### src/rtl/lds_diag_status_defines.vh
// constants of the diagnostic status block: addresses, bit positions,
// reserved read values and error timing.
// assumes an 8-bit register space with 7-bit addresses and a 4 ns clock.
`ifndef LDS_DIAG_STATUS_DEFINES_VH
`define LDS_DIAG_STATUS_DEFINES_VH

// register addresses
`define LDS_ADDR_W 7
`define LDS_ADDR_FUNC_CTRL 7'h00
`define LDS_ADDR_HIT_REFRESH 7'h06
`define LDS_ADDR_TOGGLE 7'h36
`define LDS_ADDR_STATUS 7'h37

// operating_status bit positions
`define LDS_ST_SUPPLY_GOOD 7
`define LDS_ST_SPI_FAULT 6
`define LDS_ST_OVERTEMP 5
`define LDS_ST_GS_FAULT 4
`define LDS_ST_GS_GOOD 3

// function control: fault-clear request bit
`define LDS_FC_CLR_REQ 6

// channel count and synchroniser width
`define LDS_NCH 3
`define LDS_SYNC_W 13

// fixed read values of reserved bits
`define LDS_TOGGLE_RSVD 5'h08
`define LDS_REFRESH_RSVD 5'h00
`define LDS_RD_ZERO 8'h00

// error timing
`define LDS_CLK_PERIOD_NS 4
`define LDS_T_ERR_STARTUP_NS 1000000
`define LDS_T_ERR_OPER_NS 100000
`define LDS_ERR_CNT_W 20

`endif

### src/rtl/lds_diag_status.v
// diagnostic status logic of a three-channel led driver: supply, thermal
// and gate-supply faults, frame fault tracking, current-hit and toggle flags.
// assumes an spi framer delivering one decoded access per acc_stb pulse,
// and that the rest of the device reports mapping of foreign addresses.
`timescale 1ns/10ps
`default_nettype none
`include "lds_diag_status_defines.vh"

module lds_diag_status #(
  parameter ERR_STARTUP_CYC =
    (`LDS_T_ERR_STARTUP_NS + `LDS_CLK_PERIOD_NS - 1) / `LDS_CLK_PERIOD_NS,
  parameter ERR_OPER_CYC =
    (`LDS_T_ERR_OPER_NS + `LDS_CLK_PERIOD_NS - 1) / `LDS_CLK_PERIOD_NS
) (
  // clock and reset
  input wire clk_sys,
  input wire rst_n,
  // decoded register access from the spi framer
  input wire acc_stb,
  input wire acc_wr,
  input wire [`LDS_ADDR_W-1:0] acc_addr,
  input wire [7:0] acc_wdata,
  input wire acc_cnt_bad,
  // mapping of addresses owned by the rest of the device
  input wire ext_map_ok,
  input wire ext_ro,
  input wire [7:0] ext_rdata,
  // asynchronous pins and analog comparators
  input wire dim_input_1,
  input wire dim_input_2,
  input wire dim_input_3,
  input wire [2:0] current_hit_live,
  input wire [2:0] headroom_low,
  input wire input_supply_above,
  input wire overtemp_det,
  input wire gate_supply_at_target,
  input wire enable_in,
  // read answer
  output reg rd_valid_ff,
  output reg [7:0] rd_data_ff,
  output reg [7:0] rd_data2_ff,
  output reg rd_fault_ret_ff,
  output reg wr_accept_ff,
  // control toward the power stage
  output reg gate_reg_en_ff,
  output reg gate_drive_en_ff,
  output reg vled_update_en_ff,
  output reg [2:0] current_hit_clear_ff,
  output reg clr_req_ff
);

  localparam CW = `LDS_ERR_CNT_W;
  // limits worked out at integer width, then cut to the counter width on purpose
  localparam integer STARTUP_LIM_I = ERR_STARTUP_CYC - 1;
  localparam integer OPER_LIM_I = ERR_OPER_CYC - 1;
  localparam [CW-1:0] STARTUP_LIM = STARTUP_LIM_I[CW-1:0];
  localparam [CW-1:0] OPER_LIM = OPER_LIM_I[CW-1:0];

  wire [`LDS_SYNC_W-1:0] sync_out;
  wire [2:0] dim_s;
  wire [2:0] hit_s;
  wire [2:0] lv_s;
  wire uv_ok_s;
  wire ot_s;
  wire reg_ok_s;
  wire en_s;

  reg [2:0] dim_prev_ff;
  reg [2:0] lv_prev_ff;
  reg supply_good_flag_ff;
  reg spi_fault_ff;
  reg fault_ret_ff;
  reg overtemp_flag_ff;
  reg gate_supply_fault_ff;
  reg gsf_with_ot_ff;
  reg gate_supply_good_ff;
  reg started_ff;
  reg [CW-1:0] err_cnt_ff;
  reg [2:0] current_hit_last_ff;
  reg [2:0] current_hit_refresh_ff;
  reg [2:0] toggle_ff;

  // asynchronous inputs pass two flops before any logic
  lds_sync #(
    .W(`LDS_SYNC_W)
  ) u_sync (
    .clk_sys(clk_sys),
    .rst_n(rst_n),
    .din({enable_in, gate_supply_at_target, overtemp_det, input_supply_above,
          headroom_low, current_hit_live, dim_input_3, dim_input_2, dim_input_1}),
    .dout(sync_out)
  );

  assign dim_s = sync_out[2:0];
  assign hit_s = sync_out[5:3];
  assign lv_s = sync_out[8:6];
  assign uv_ok_s = sync_out[9];
  assign ot_s = sync_out[10];
  assign reg_ok_s = sync_out[11];
  assign en_s = sync_out[12];

  // address decode and frame fault detection
  wire sel_refresh = (acc_addr == `LDS_ADDR_HIT_REFRESH);
  wire sel_toggle = (acc_addr == `LDS_ADDR_TOGGLE);
  wire sel_status = (acc_addr == `LDS_ADDR_STATUS);
  wire sel_func = (acc_addr == `LDS_ADDR_FUNC_CTRL);
  wire sel_own = sel_refresh | sel_toggle | sel_status;
  wire addr_rsvd = !sel_own && !ext_map_ok;
  wire addr_ro = !sel_own && ext_ro;
  wire frame_err = acc_stb && (acc_cnt_bad || (acc_wr && (addr_rsvd || addr_ro)) ||
                   (!acc_wr && addr_rsvd));
  wire wr_ok = acc_stb && acc_wr && !frame_err;
  wire wr_refresh = wr_ok && sel_refresh;
  wire wr_toggle = wr_ok && sel_toggle;
  wire wr_status = wr_ok && sel_status;
  wire wr_func = wr_ok && sel_func;

  // readable images of the own registers
  wire [7:0] status_img = {supply_good_flag_ff, spi_fault_ff, overtemp_flag_ff,
                           gate_supply_fault_ff, gate_supply_good_ff,
                           current_hit_last_ff};
  wire [7:0] toggle_img = {`LDS_TOGGLE_RSVD, toggle_ff};
  wire [7:0] refresh_img = {`LDS_REFRESH_RSVD, current_hit_refresh_ff};

  // supply, thermal and gate supply state
  wire uv_fall = supply_good_flag_ff && !uv_ok_s;
  wire run = supply_good_flag_ff && en_s && !overtemp_flag_ff &&
             !gate_supply_fault_ff;
  wire clr_act = clr_req_ff && (overtemp_flag_ff || gate_supply_fault_ff);
  wire ot_clear = clr_act && overtemp_flag_ff && !ot_s;
  wire [CW-1:0] err_lim = started_ff ? OPER_LIM : STARTUP_LIM;
  wire gs_timeout = run && !reg_ok_s && (err_cnt_ff == err_lim);
  wire ot_gs_set = ot_s && gate_supply_good_ff;
  wire gs_set = gs_timeout || ot_gs_set;
  wire gs_clear = clr_act || !en_s || (ot_clear && gsf_with_ot_ff);

  reg nxt_spi_fault;
  reg nxt_fault_ret;
  reg nxt_overtemp;
  reg nxt_gs_fault;
  reg nxt_gsf_with_ot;
  reg nxt_gs_good;
  reg nxt_clr_req;
  reg [CW-1:0] nxt_err_cnt;

  // next state of the fault flags; an arriving event beats its clear
  always @*
  begin
    nxt_spi_fault = frame_err || (spi_fault_ff && !wr_status);
    nxt_fault_ret = frame_err || (fault_ret_ff && !acc_stb);
    nxt_overtemp = ot_s || (overtemp_flag_ff && !clr_act);
    nxt_gs_fault = gs_set || (gate_supply_fault_ff && !gs_clear);
    nxt_gsf_with_ot = ot_gs_set || (gsf_with_ot_ff && !gs_clear);
    nxt_gs_good = run && reg_ok_s && !gs_set;
    nxt_clr_req = (wr_func && acc_wdata[`LDS_FC_CLR_REQ]) ||
                  (clr_req_ff && !clr_act);
    if (run && !reg_ok_s && !gs_timeout)
      nxt_err_cnt = err_cnt_ff + {{(CW-1){1'b0}}, 1'b1};
    else
      nxt_err_cnt = {CW{1'b0}};
  end

  // per-channel hit, refresh and toggle logic
  wire [2:0] nxt_hit_last;
  wire [2:0] nxt_refresh;
  wire [2:0] nxt_toggle;
  genvar ch;
  generate
    for (ch = 0; ch < `LDS_NCH; ch = ch + 1)
    begin : g_ch
      wire dim_fall = dim_prev_ff[ch] && !dim_s[ch];
      wire lv_rise = lv_s[ch] && !lv_prev_ff[ch];
      assign nxt_hit_last[ch] = (uv_fall || lv_rise) ? 1'b0 :
        ((dim_fall || current_hit_refresh_ff[ch]) ? hit_s[ch] :
        current_hit_last_ff[ch]);
      assign nxt_refresh[ch] = wr_refresh && acc_wdata[ch];
      assign nxt_toggle[ch] = (dim_s[ch] ^ dim_prev_ff[ch]) ||
        (toggle_ff[ch] && !wr_toggle);
    end
  endgenerate

  // state registers
  always @(posedge clk_sys or negedge rst_n)
  begin
    if (!rst_n)
    begin
      dim_prev_ff <= 3'h0;
      lv_prev_ff <= 3'h0;
      supply_good_flag_ff <= 1'b0;
      spi_fault_ff <= 1'b0;
      fault_ret_ff <= 1'b0;
      overtemp_flag_ff <= 1'b0;
      gate_supply_fault_ff <= 1'b0;
      gsf_with_ot_ff <= 1'b0;
      gate_supply_good_ff <= 1'b0;
      started_ff <= 1'b0;
      err_cnt_ff <= {CW{1'b0}};
      current_hit_last_ff <= 3'h0;
      current_hit_refresh_ff <= 3'h0;
      toggle_ff <= 3'h0;
      clr_req_ff <= 1'b0;
    end
    else
    begin
      dim_prev_ff <= dim_s;
      lv_prev_ff <= lv_s;
      supply_good_flag_ff <= uv_ok_s;
      spi_fault_ff <= nxt_spi_fault;
      fault_ret_ff <= nxt_fault_ret;
      overtemp_flag_ff <= nxt_overtemp;
      gate_supply_fault_ff <= nxt_gs_fault;
      gsf_with_ot_ff <= nxt_gsf_with_ot;
      gate_supply_good_ff <= nxt_gs_good;
      started_ff <= run && (started_ff || gate_supply_good_ff);
      err_cnt_ff <= nxt_err_cnt;
      current_hit_last_ff <= nxt_hit_last;
      current_hit_refresh_ff <= nxt_refresh;
      toggle_ff <= nxt_toggle;
      clr_req_ff <= nxt_clr_req;
    end
  end

  // power stage control
  always @(posedge clk_sys or negedge rst_n)
  begin
    if (!rst_n)
    begin
      gate_reg_en_ff <= 1'b0;
      gate_drive_en_ff <= 1'b0;
      vled_update_en_ff <= 1'b0;
      current_hit_clear_ff <= 3'h0;
    end
    else
    begin
      gate_reg_en_ff <= run;
      gate_drive_en_ff <= run && gate_supply_good_ff;
      vled_update_en_ff <= supply_good_flag_ff && gate_supply_good_ff &&
                           !gate_supply_fault_ff;
      current_hit_clear_ff <= current_hit_refresh_ff;
    end
  end

  // read answer and write acceptance
  always @(posedge clk_sys or negedge rst_n)
  begin
    if (!rst_n)
    begin
      rd_valid_ff <= 1'b0;
      rd_data_ff <= `LDS_RD_ZERO;
      rd_data2_ff <= `LDS_RD_ZERO;
      rd_fault_ret_ff <= 1'b0;
      wr_accept_ff <= 1'b0;
    end
    else
    begin
      rd_valid_ff <= acc_stb;
      wr_accept_ff <= wr_ok;
      if (acc_stb)
      begin
        rd_fault_ret_ff <= fault_ret_ff;
        if (fault_ret_ff)
        begin
          rd_data_ff <= status_img;
          rd_data2_ff <= toggle_img;
        end
        else
        begin
          rd_data2_ff <= `LDS_RD_ZERO;
          if (sel_status)
            rd_data_ff <= status_img;
          else if (sel_toggle)
            rd_data_ff <= toggle_img;
          else if (sel_refresh)
            rd_data_ff <= refresh_img;
          else if (addr_rsvd)
            rd_data_ff <= `LDS_RD_ZERO;
          else
            rd_data_ff <= ext_rdata;
        end
      end
    end
  end

endmodule // lds_diag_status

`default_nettype wire

### src/rtl/lds_sync.v
// two-flop synchroniser bank for asynchronous status and pin inputs.
// assumes inputs are levels that stay stable for at least two clocks.
`timescale 1ns/10ps
`default_nettype none

module lds_sync #(
  parameter W = 1
) (
  // clock and reset
  input wire clk_sys,
  input wire rst_n,
  // asynchronous in, synchronous out
  input wire [W-1:0] din,
  output wire [W-1:0] dout
);

  reg [W-1:0] meta_ff;
  reg [W-1:0] sync_ff;

  // first stage feeds only the second stage
  always @(posedge clk_sys or negedge rst_n)
  begin
    if (!rst_n)
    begin
      meta_ff <= {W{1'b0}};
      sync_ff <= {W{1'b0}};
    end
    else
    begin
      meta_ff <= din;
      sync_ff <= meta_ff;
    end
  end

  assign dout = sync_ff;

endmodule // lds_sync

`default_nettype wire
### config.mk
export PLATFORM = sky130hd
export DESIGN_NAME = lds_diag_status
export DESIGN_NICKNAME = d
export VERILOG_FILES = /design/src/rtl/lds_diag_status.v /design/src/rtl/lds_sync.v
export VERILOG_INCLUDE_DIRS = /design/src /design/src/rtl
export SDC_FILE = /design/constraint.sdc
export NUM_CORES = 1
export LEC_CHECK = 0
export BUFFER_PORTS_ARGS = -buffer_cell sky130_fd_sc_hd__buf_4
export CAP_MARGIN = 10
export CORE_MARGIN = 3
export CORE_UTILIZATION = 49
export CTS_CLUSTER_DIAMETER = 150
export DETAILED_ROUTE_END_ITERATION = 16
export PLACE_DENSITY = 0.79
export REMOVE_ABC_BUFFERS = 1
export SYNTH_ARGS = -nofsm -noshare
export SYNTH_HDL_FRONTEND = slang
export SYNTH_SLANG_ARGS = --single-unit
### constraint.sdc
create_clock -name clk_sys -period 1.9 [get_ports clk_sys]
set_clock_uncertainty 0.2 [all_clocks]
set_input_delay 0.095 -clock clk_sys [delete_from_list [all_inputs] [get_ports clk_sys]]
set_output_delay 0.095 -clock clk_sys [all_outputs]
set_load 0.02 [all_outputs]
# Word level (Yosys, flattened, before mapping)

Index checks and enable logic that the tools add are counted.

Register bits after elaboration: 95
Input port bits: 43
Output and inout bits: 26

$add $sub $neg: 1
Eq/ne operators: 4
Mux-type cells: 14
Bitwise logic cells: 5
Reduce and logical (&&, ||, !) cells: 98

Operators by type and width:

| kind                                                                   | count |
|---|---|
| 1-bit logical AND                                                      | 48 |
| 8-bit two-way mux                                                      | 5 |
| 1-bit logical NOT                                                      | 23 |
| 1-bit logical OR                                                       | 23 |
| 20-bit by 1-bit adder with 20-bit output (second input constant)       | 1 |
| 20-bit by 18-bit equality test with 1-bit output                       | 1 |
| 20-bit two-way mux                                                     | 1 |
| 18-bit two-way mux                                                     | 1 |
| 7-bit by 6-bit equality test with 1-bit output (second input constant) | 2 |
| 7-bit by 3-bit equality test with 1-bit output (second input constant) | 1 |
| 7-bit logical NOT                                                      | 1 |
| 7-bit two-way mux                                                      | 1 |
| 1-bit two-way mux                                                      | 6 |
| 2-bit nonzero test                                                     | 3 |
| 1-bit XOR                                                              | 3 |
| 1-bit OR                                                               | 2 |

# Logic depth before layout (Yosys ltp)

Word-level depth: 16
Depth in mapped cells: 6
Depth with buffers taken out: 5

# Hierarchy

From an unflattened synthesis, not the netlist that was laid out.

Cells, all modules: 317
Area, all modules: 3614.7 µm²

Modules (own cells, without submodules):

| module          | instances | cells an instance | area an instance (µm²) |
|---|---|---|---|
| lds_diag_status | 1         | 291               | 2964.1 |
| lds_sync        | 1         | 26                | 650.6 |

# Worst setup path before layout

No wires, ideal clock.

Path type: reg2reg
Start: reg err_cnt_ff[0]
End: reg err_cnt_ff[1]
Setup time: 135 ps
Data arrival time: 1504 ps
Required time: 1565 ps
Setup slack: 61 ps
Cell stages (with the launch flop): 7
Buffers on the path: 1
Period minus slack after synthesis: 1839 ps
Cell sequence: dfrtp_1 > ha_1 > nor4b_2 > nand3_1 > a2111oi_4 > buf_4 > nor3b_1

Longest elaborated chain between the ends: 5
Elaborated cells on any way between the ends: 6

RTL lines:

| item                                                                             | RTL line              | text |
|---|---|---|
| start: declaration                                                               | lds_diag_status.v:78  | `reg [CW-1:0] err_cnt_ff;` |
| start signal: assignment                                                         | lds_diag_status.v:197 | `err_cnt_ff <= {CW{1'b0}};` |
| start signal: assignment                                                         | lds_diag_status.v:215 | `err_cnt_ff <= nxt_err_cnt;` |
| branches (longest 4 deep; another with 20-bit by 1-bit adder with 20-bit output) | n/a                   |  |
| 20-bit two-way mux *                                                             | lds_diag_status.v:157 | `if (run && !reg_ok_s && !gs_timeout)` |
| via nxt_err_cnt[1]                                                               | lds_diag_status.v:144 | `reg [CW-1:0] nxt_err_cnt;` |

Mark *: on every way through the listed nets, which the timed path passes.
A chain may end at the register's enable or synchronous reset.

# Worst setup path in the final report

Start: reg err_cnt_ff[1]
End: reg err_cnt_ff[15]

Same word-level chain as after synthesis.

==> results.md <==
- Number of diodes: 0
- Most used cells in the layout excluding fill and tap cells: dfrtp_1 (86), buf_4 (72), dlygate4sd3_1 (33)
- Area share of the largest cell type after synthesis: 60.7%
- Filler instances: 488
- Final worst setup slack: 0.0803 ns
- Fraction of final layout cells with drive strength greater than 1: 27.1%
- I/O pin count: 69
- Max-cap violations: 0
- RR Endpoint: err_cnt_ff[15]$_DFF_PN0_
- Minimum clock period: 1.82 ns
- Largest net degree at the start of global routing: 56
- Min-delay worst type: in2async
- Number of nets in the layout: 466
- Number of warnings reported in the yosys synthesis log: 0
- Max FO, Critical Path: 8
- Number of H-tree branching levels: 3
- Placement Rows: 30
- Num CTS Buffers: 9
- Effective utilization at floorplan: 52.3%
- Post-synthesis sequential area ratio: 60.7%
- Worst IR drop on VDD: 0.000518 V
- Chip Width: 92.5 um
- Number of failing setup endpoints in the final timing report: 0
- Remaining routing DRC violations: 0
- Number of pins with negative max-slew slack in the final report: 0
- Clock transition at path regs: 0.10 ns
- Die area: 8560 um2
- Synthesis-to-finish area growth: 31.5%
- Sort of element at the end of the critical path: register
- Pwr per Cell Area: 737 nW/um2
- Remaining number of nets flagged by the antenna check after routing: 0
- First-pass GRT wire length: 12700 um
- Buffer depth of the longest clock path: 2
- Worst setup path endpoint: err_cnt_ff[15]$_DFF_PN0_
- Logic depth of the worst register-to-register path: 5
- Buffers on Ports: 60
- Syn Std Cell Area: 3670 um2
- Final hold viol count: 0
- Setup slack after placement: 0.0194 ns
- Startpoint of the worst-slack reg-to-reg timing path: err_cnt_ff[1]$_DFF_PN0_
- Setup slack on the worst flop-to-flop path: 0.08 ns
- Detailed-route via count: 2818
- Final critical-path share of the clock period: 95.8%
- 1st-iter DRT viols: 131
- Post-layout instance area: 4830 um2
- Cell Area, Placed: 4260 um2
- Routed vias/inst: 5.42
- Leak Pwr: 2.18 nW
- Endpoint required time on the critical path: 1.97 ns
- Status: finished clean
- Unique masters post-synth: 51
- Average wire length per cell after detail routing: 15.1 um
- CP Data Arrival Time: 1.89 ns
- Top cells by area in the synthesized netlist: dfrtp_1 (61%), nor3_1 (2.5%), xor2_1 (2.1%), o21ai_0 (2.0%), inv_1 (1.9%)
- Max Clock Freq: 550 MHz
- Leftover overflow at the end of global routing: 0
- Async SR Flop Fraction: 100%
- Launch point of the worst path: err_cnt_ff[1]$_DFF_PN0_
- Worst skew pair latency: 0.37 ns
- Post-synth EDFFs: 0
- Crit path launch type: register
- Routability Congestion: 0.897
- Via count of the first global-routing pass: 2680
- Number of iterations in the first detailed-routing pass: 4
- Antenna violations before repair: 0
- Unrepaired setup endpoints after global routing: false
- Total global-route track usage: 19.1%
- Die extent in y: 92.5 um
- Most common cell after layout, fill and taps aside: dfrtp_1
- Core area: 7020 um2
- CTS tree: yes
- WS Path Type: reg2reg
- Most used flip-flop cell after synthesis: dfrtp_1
- Cell type contributing the most total cell area after synthesis: dfrtp_1
- Avg Synthesized Cell Area: 11.7 um2
- Gate count after technology mapping: 313
- Routed WL: 7840 um
- Post-DP HPWL: 5190 um
- Number of register bits inferred by synthesis: 89
- Sink Count: 89
- Clock root cell: clkbuf_8
-- metrics by stage --
stage	TNS, ns	instances	total power, W	hold WS, ns	util (%)
CTS	0	518	0.00358	0.0184	68.0
detailed placement	0	468	0.00236	-0.121	60.7
finish	0	520	0.00356	0.0332	68.8
floorplan	-5.40	299	0.00216	-0.401	-
global route	0	520	0.00372	0.0593	68.8
global placement	0	468	0.00235	-0.130	60.7
-- kinds of logic after synthesis --
| family | Yosys count | share of synthesized area, % |
|---|---|---|
| xor gates and xnor gates | 13 | 3.10 |
| other | 1 | 0.102 |
| adders and majority gates | 4 | 1.36 |
| AOI/OAI and AO/OA | 58 | 11.7 |
| muxes | 2 | 0.614 |
| DFF | 89 | 60.7 |
| buffers and inverters | 36 | 4.74 |
| and+or+nand+nor | 110 | 17.7 |
-- what timing repair did --
item | CTS | global route
setup endpoints to repair | 0 | 23
hold buffers | 34 | 0
endpoints found under the hold margin | 125 | 0
resized for setup | 0 | 12
setup buffers | 0 | 1
-- synthesized netlist by cell type (2+ instances only) --
cell       instances
nor2_1            17
nor3_1            18
or3_1              4
and3_1             7
buf_4              7
nor2b_1            5
and2_1             7
a31o_2             3
a2111oi_0          3
nand3_1           10
xnor2_1            4
inv_1             19
clkbuf_1           5
a31oi_1            7
ha_1               4
a21boi_0           4
and4_1             2
mux2_2             2
a211oi_2           3
a21oi_1            3
buf_2              4
o21ai_0           15
nor4_1             2
a221o_1            4
nand2_1           12
dfrtp_1           89
and4_4             2
o22ai_1            6
nand4_1            9
xor2_1             9
a21o_1             2
nor3b_1            2
nand2b_1           4
a211oi_1           2
-- critical path, stage by stage (launching register included) --
cell and delay [ns]:
dfrtp_1 0.36, buf_4 0.12, and4_4 0.27, nand4_4 0.15, or3_1 0.38, a211oi_2 0.23
-- layout make-up --
| class | instances | area [um2] | area share [%] |
|---|---|---|---|
| Clock inverter | 6 | 48.8 | 1.01 |
| Timing Repair Buffer | 109 | 926 | 19.2 |
| Multi-Input combinational cell | 191 | 1300 | 27.0 |
| Inverter | 19 | 71.3 | 1.48 |
| Tap cell | 96 | 120 | 2.49 |
| Clock buffer | 10 | 128 | 2.64 |
| Sequential cell | 89 | 2230 | 46.2 |
-- per-layer routing --
metal	vias to the layer above	global-route usage, %	wire length [um]
met5	-	0	0
met4	0	8.42	165
met3	13	4.55	449
met2	92	29.1	3770
met1	1389	26.1	3450
li1	1324	-	-
-- sequential cells by signal, summed over array words and instances (netlist names), 3 cells and up, named ones only --
register and flops:
u_sync.meta_ff 13, dim_prev_ff 3, rd_data2_ff 4, lv_prev_ff 3, current_hit_clear_ff 3, toggle_ff 3
err_cnt_ff 20, u_sync.dout 13, current_hit_last_ff 3, current_hit_refresh_ff 3, rd_data_ff 8
-- how the worst min path moves through the flow --
stage	to	slack (ns)	depth (start not counted)
2_1_floorplan	asynchronous set/reset pin	-0.40	0
3_3_place_gp	u_sync.meta_ff[1]$_DFF_PN0_	-0.13	1
3_5_place_dp	u_sync.meta_ff[4]$_DFF_PN0_	-0.12	1
4_1_cts	toggle_ff[1]$_DFF_PN0_	0.02	2
5_1_grt	rd_data_ff[2]$_DFFE_PN0P_	0.06	4
6_report	toggle_ff[1]$_DFF_PN0_	0.03	2
-- power by group --
group	internal [W]	total (W)	switching (W)
clock	0.000491	0.00118	0.000685
sequential	0.00196	0.00200	0.0000377
combinational	0.000194	0.000381	0.000187
total	0.00265	0.00356	0.000910
(Power assumes the default switching activity.)
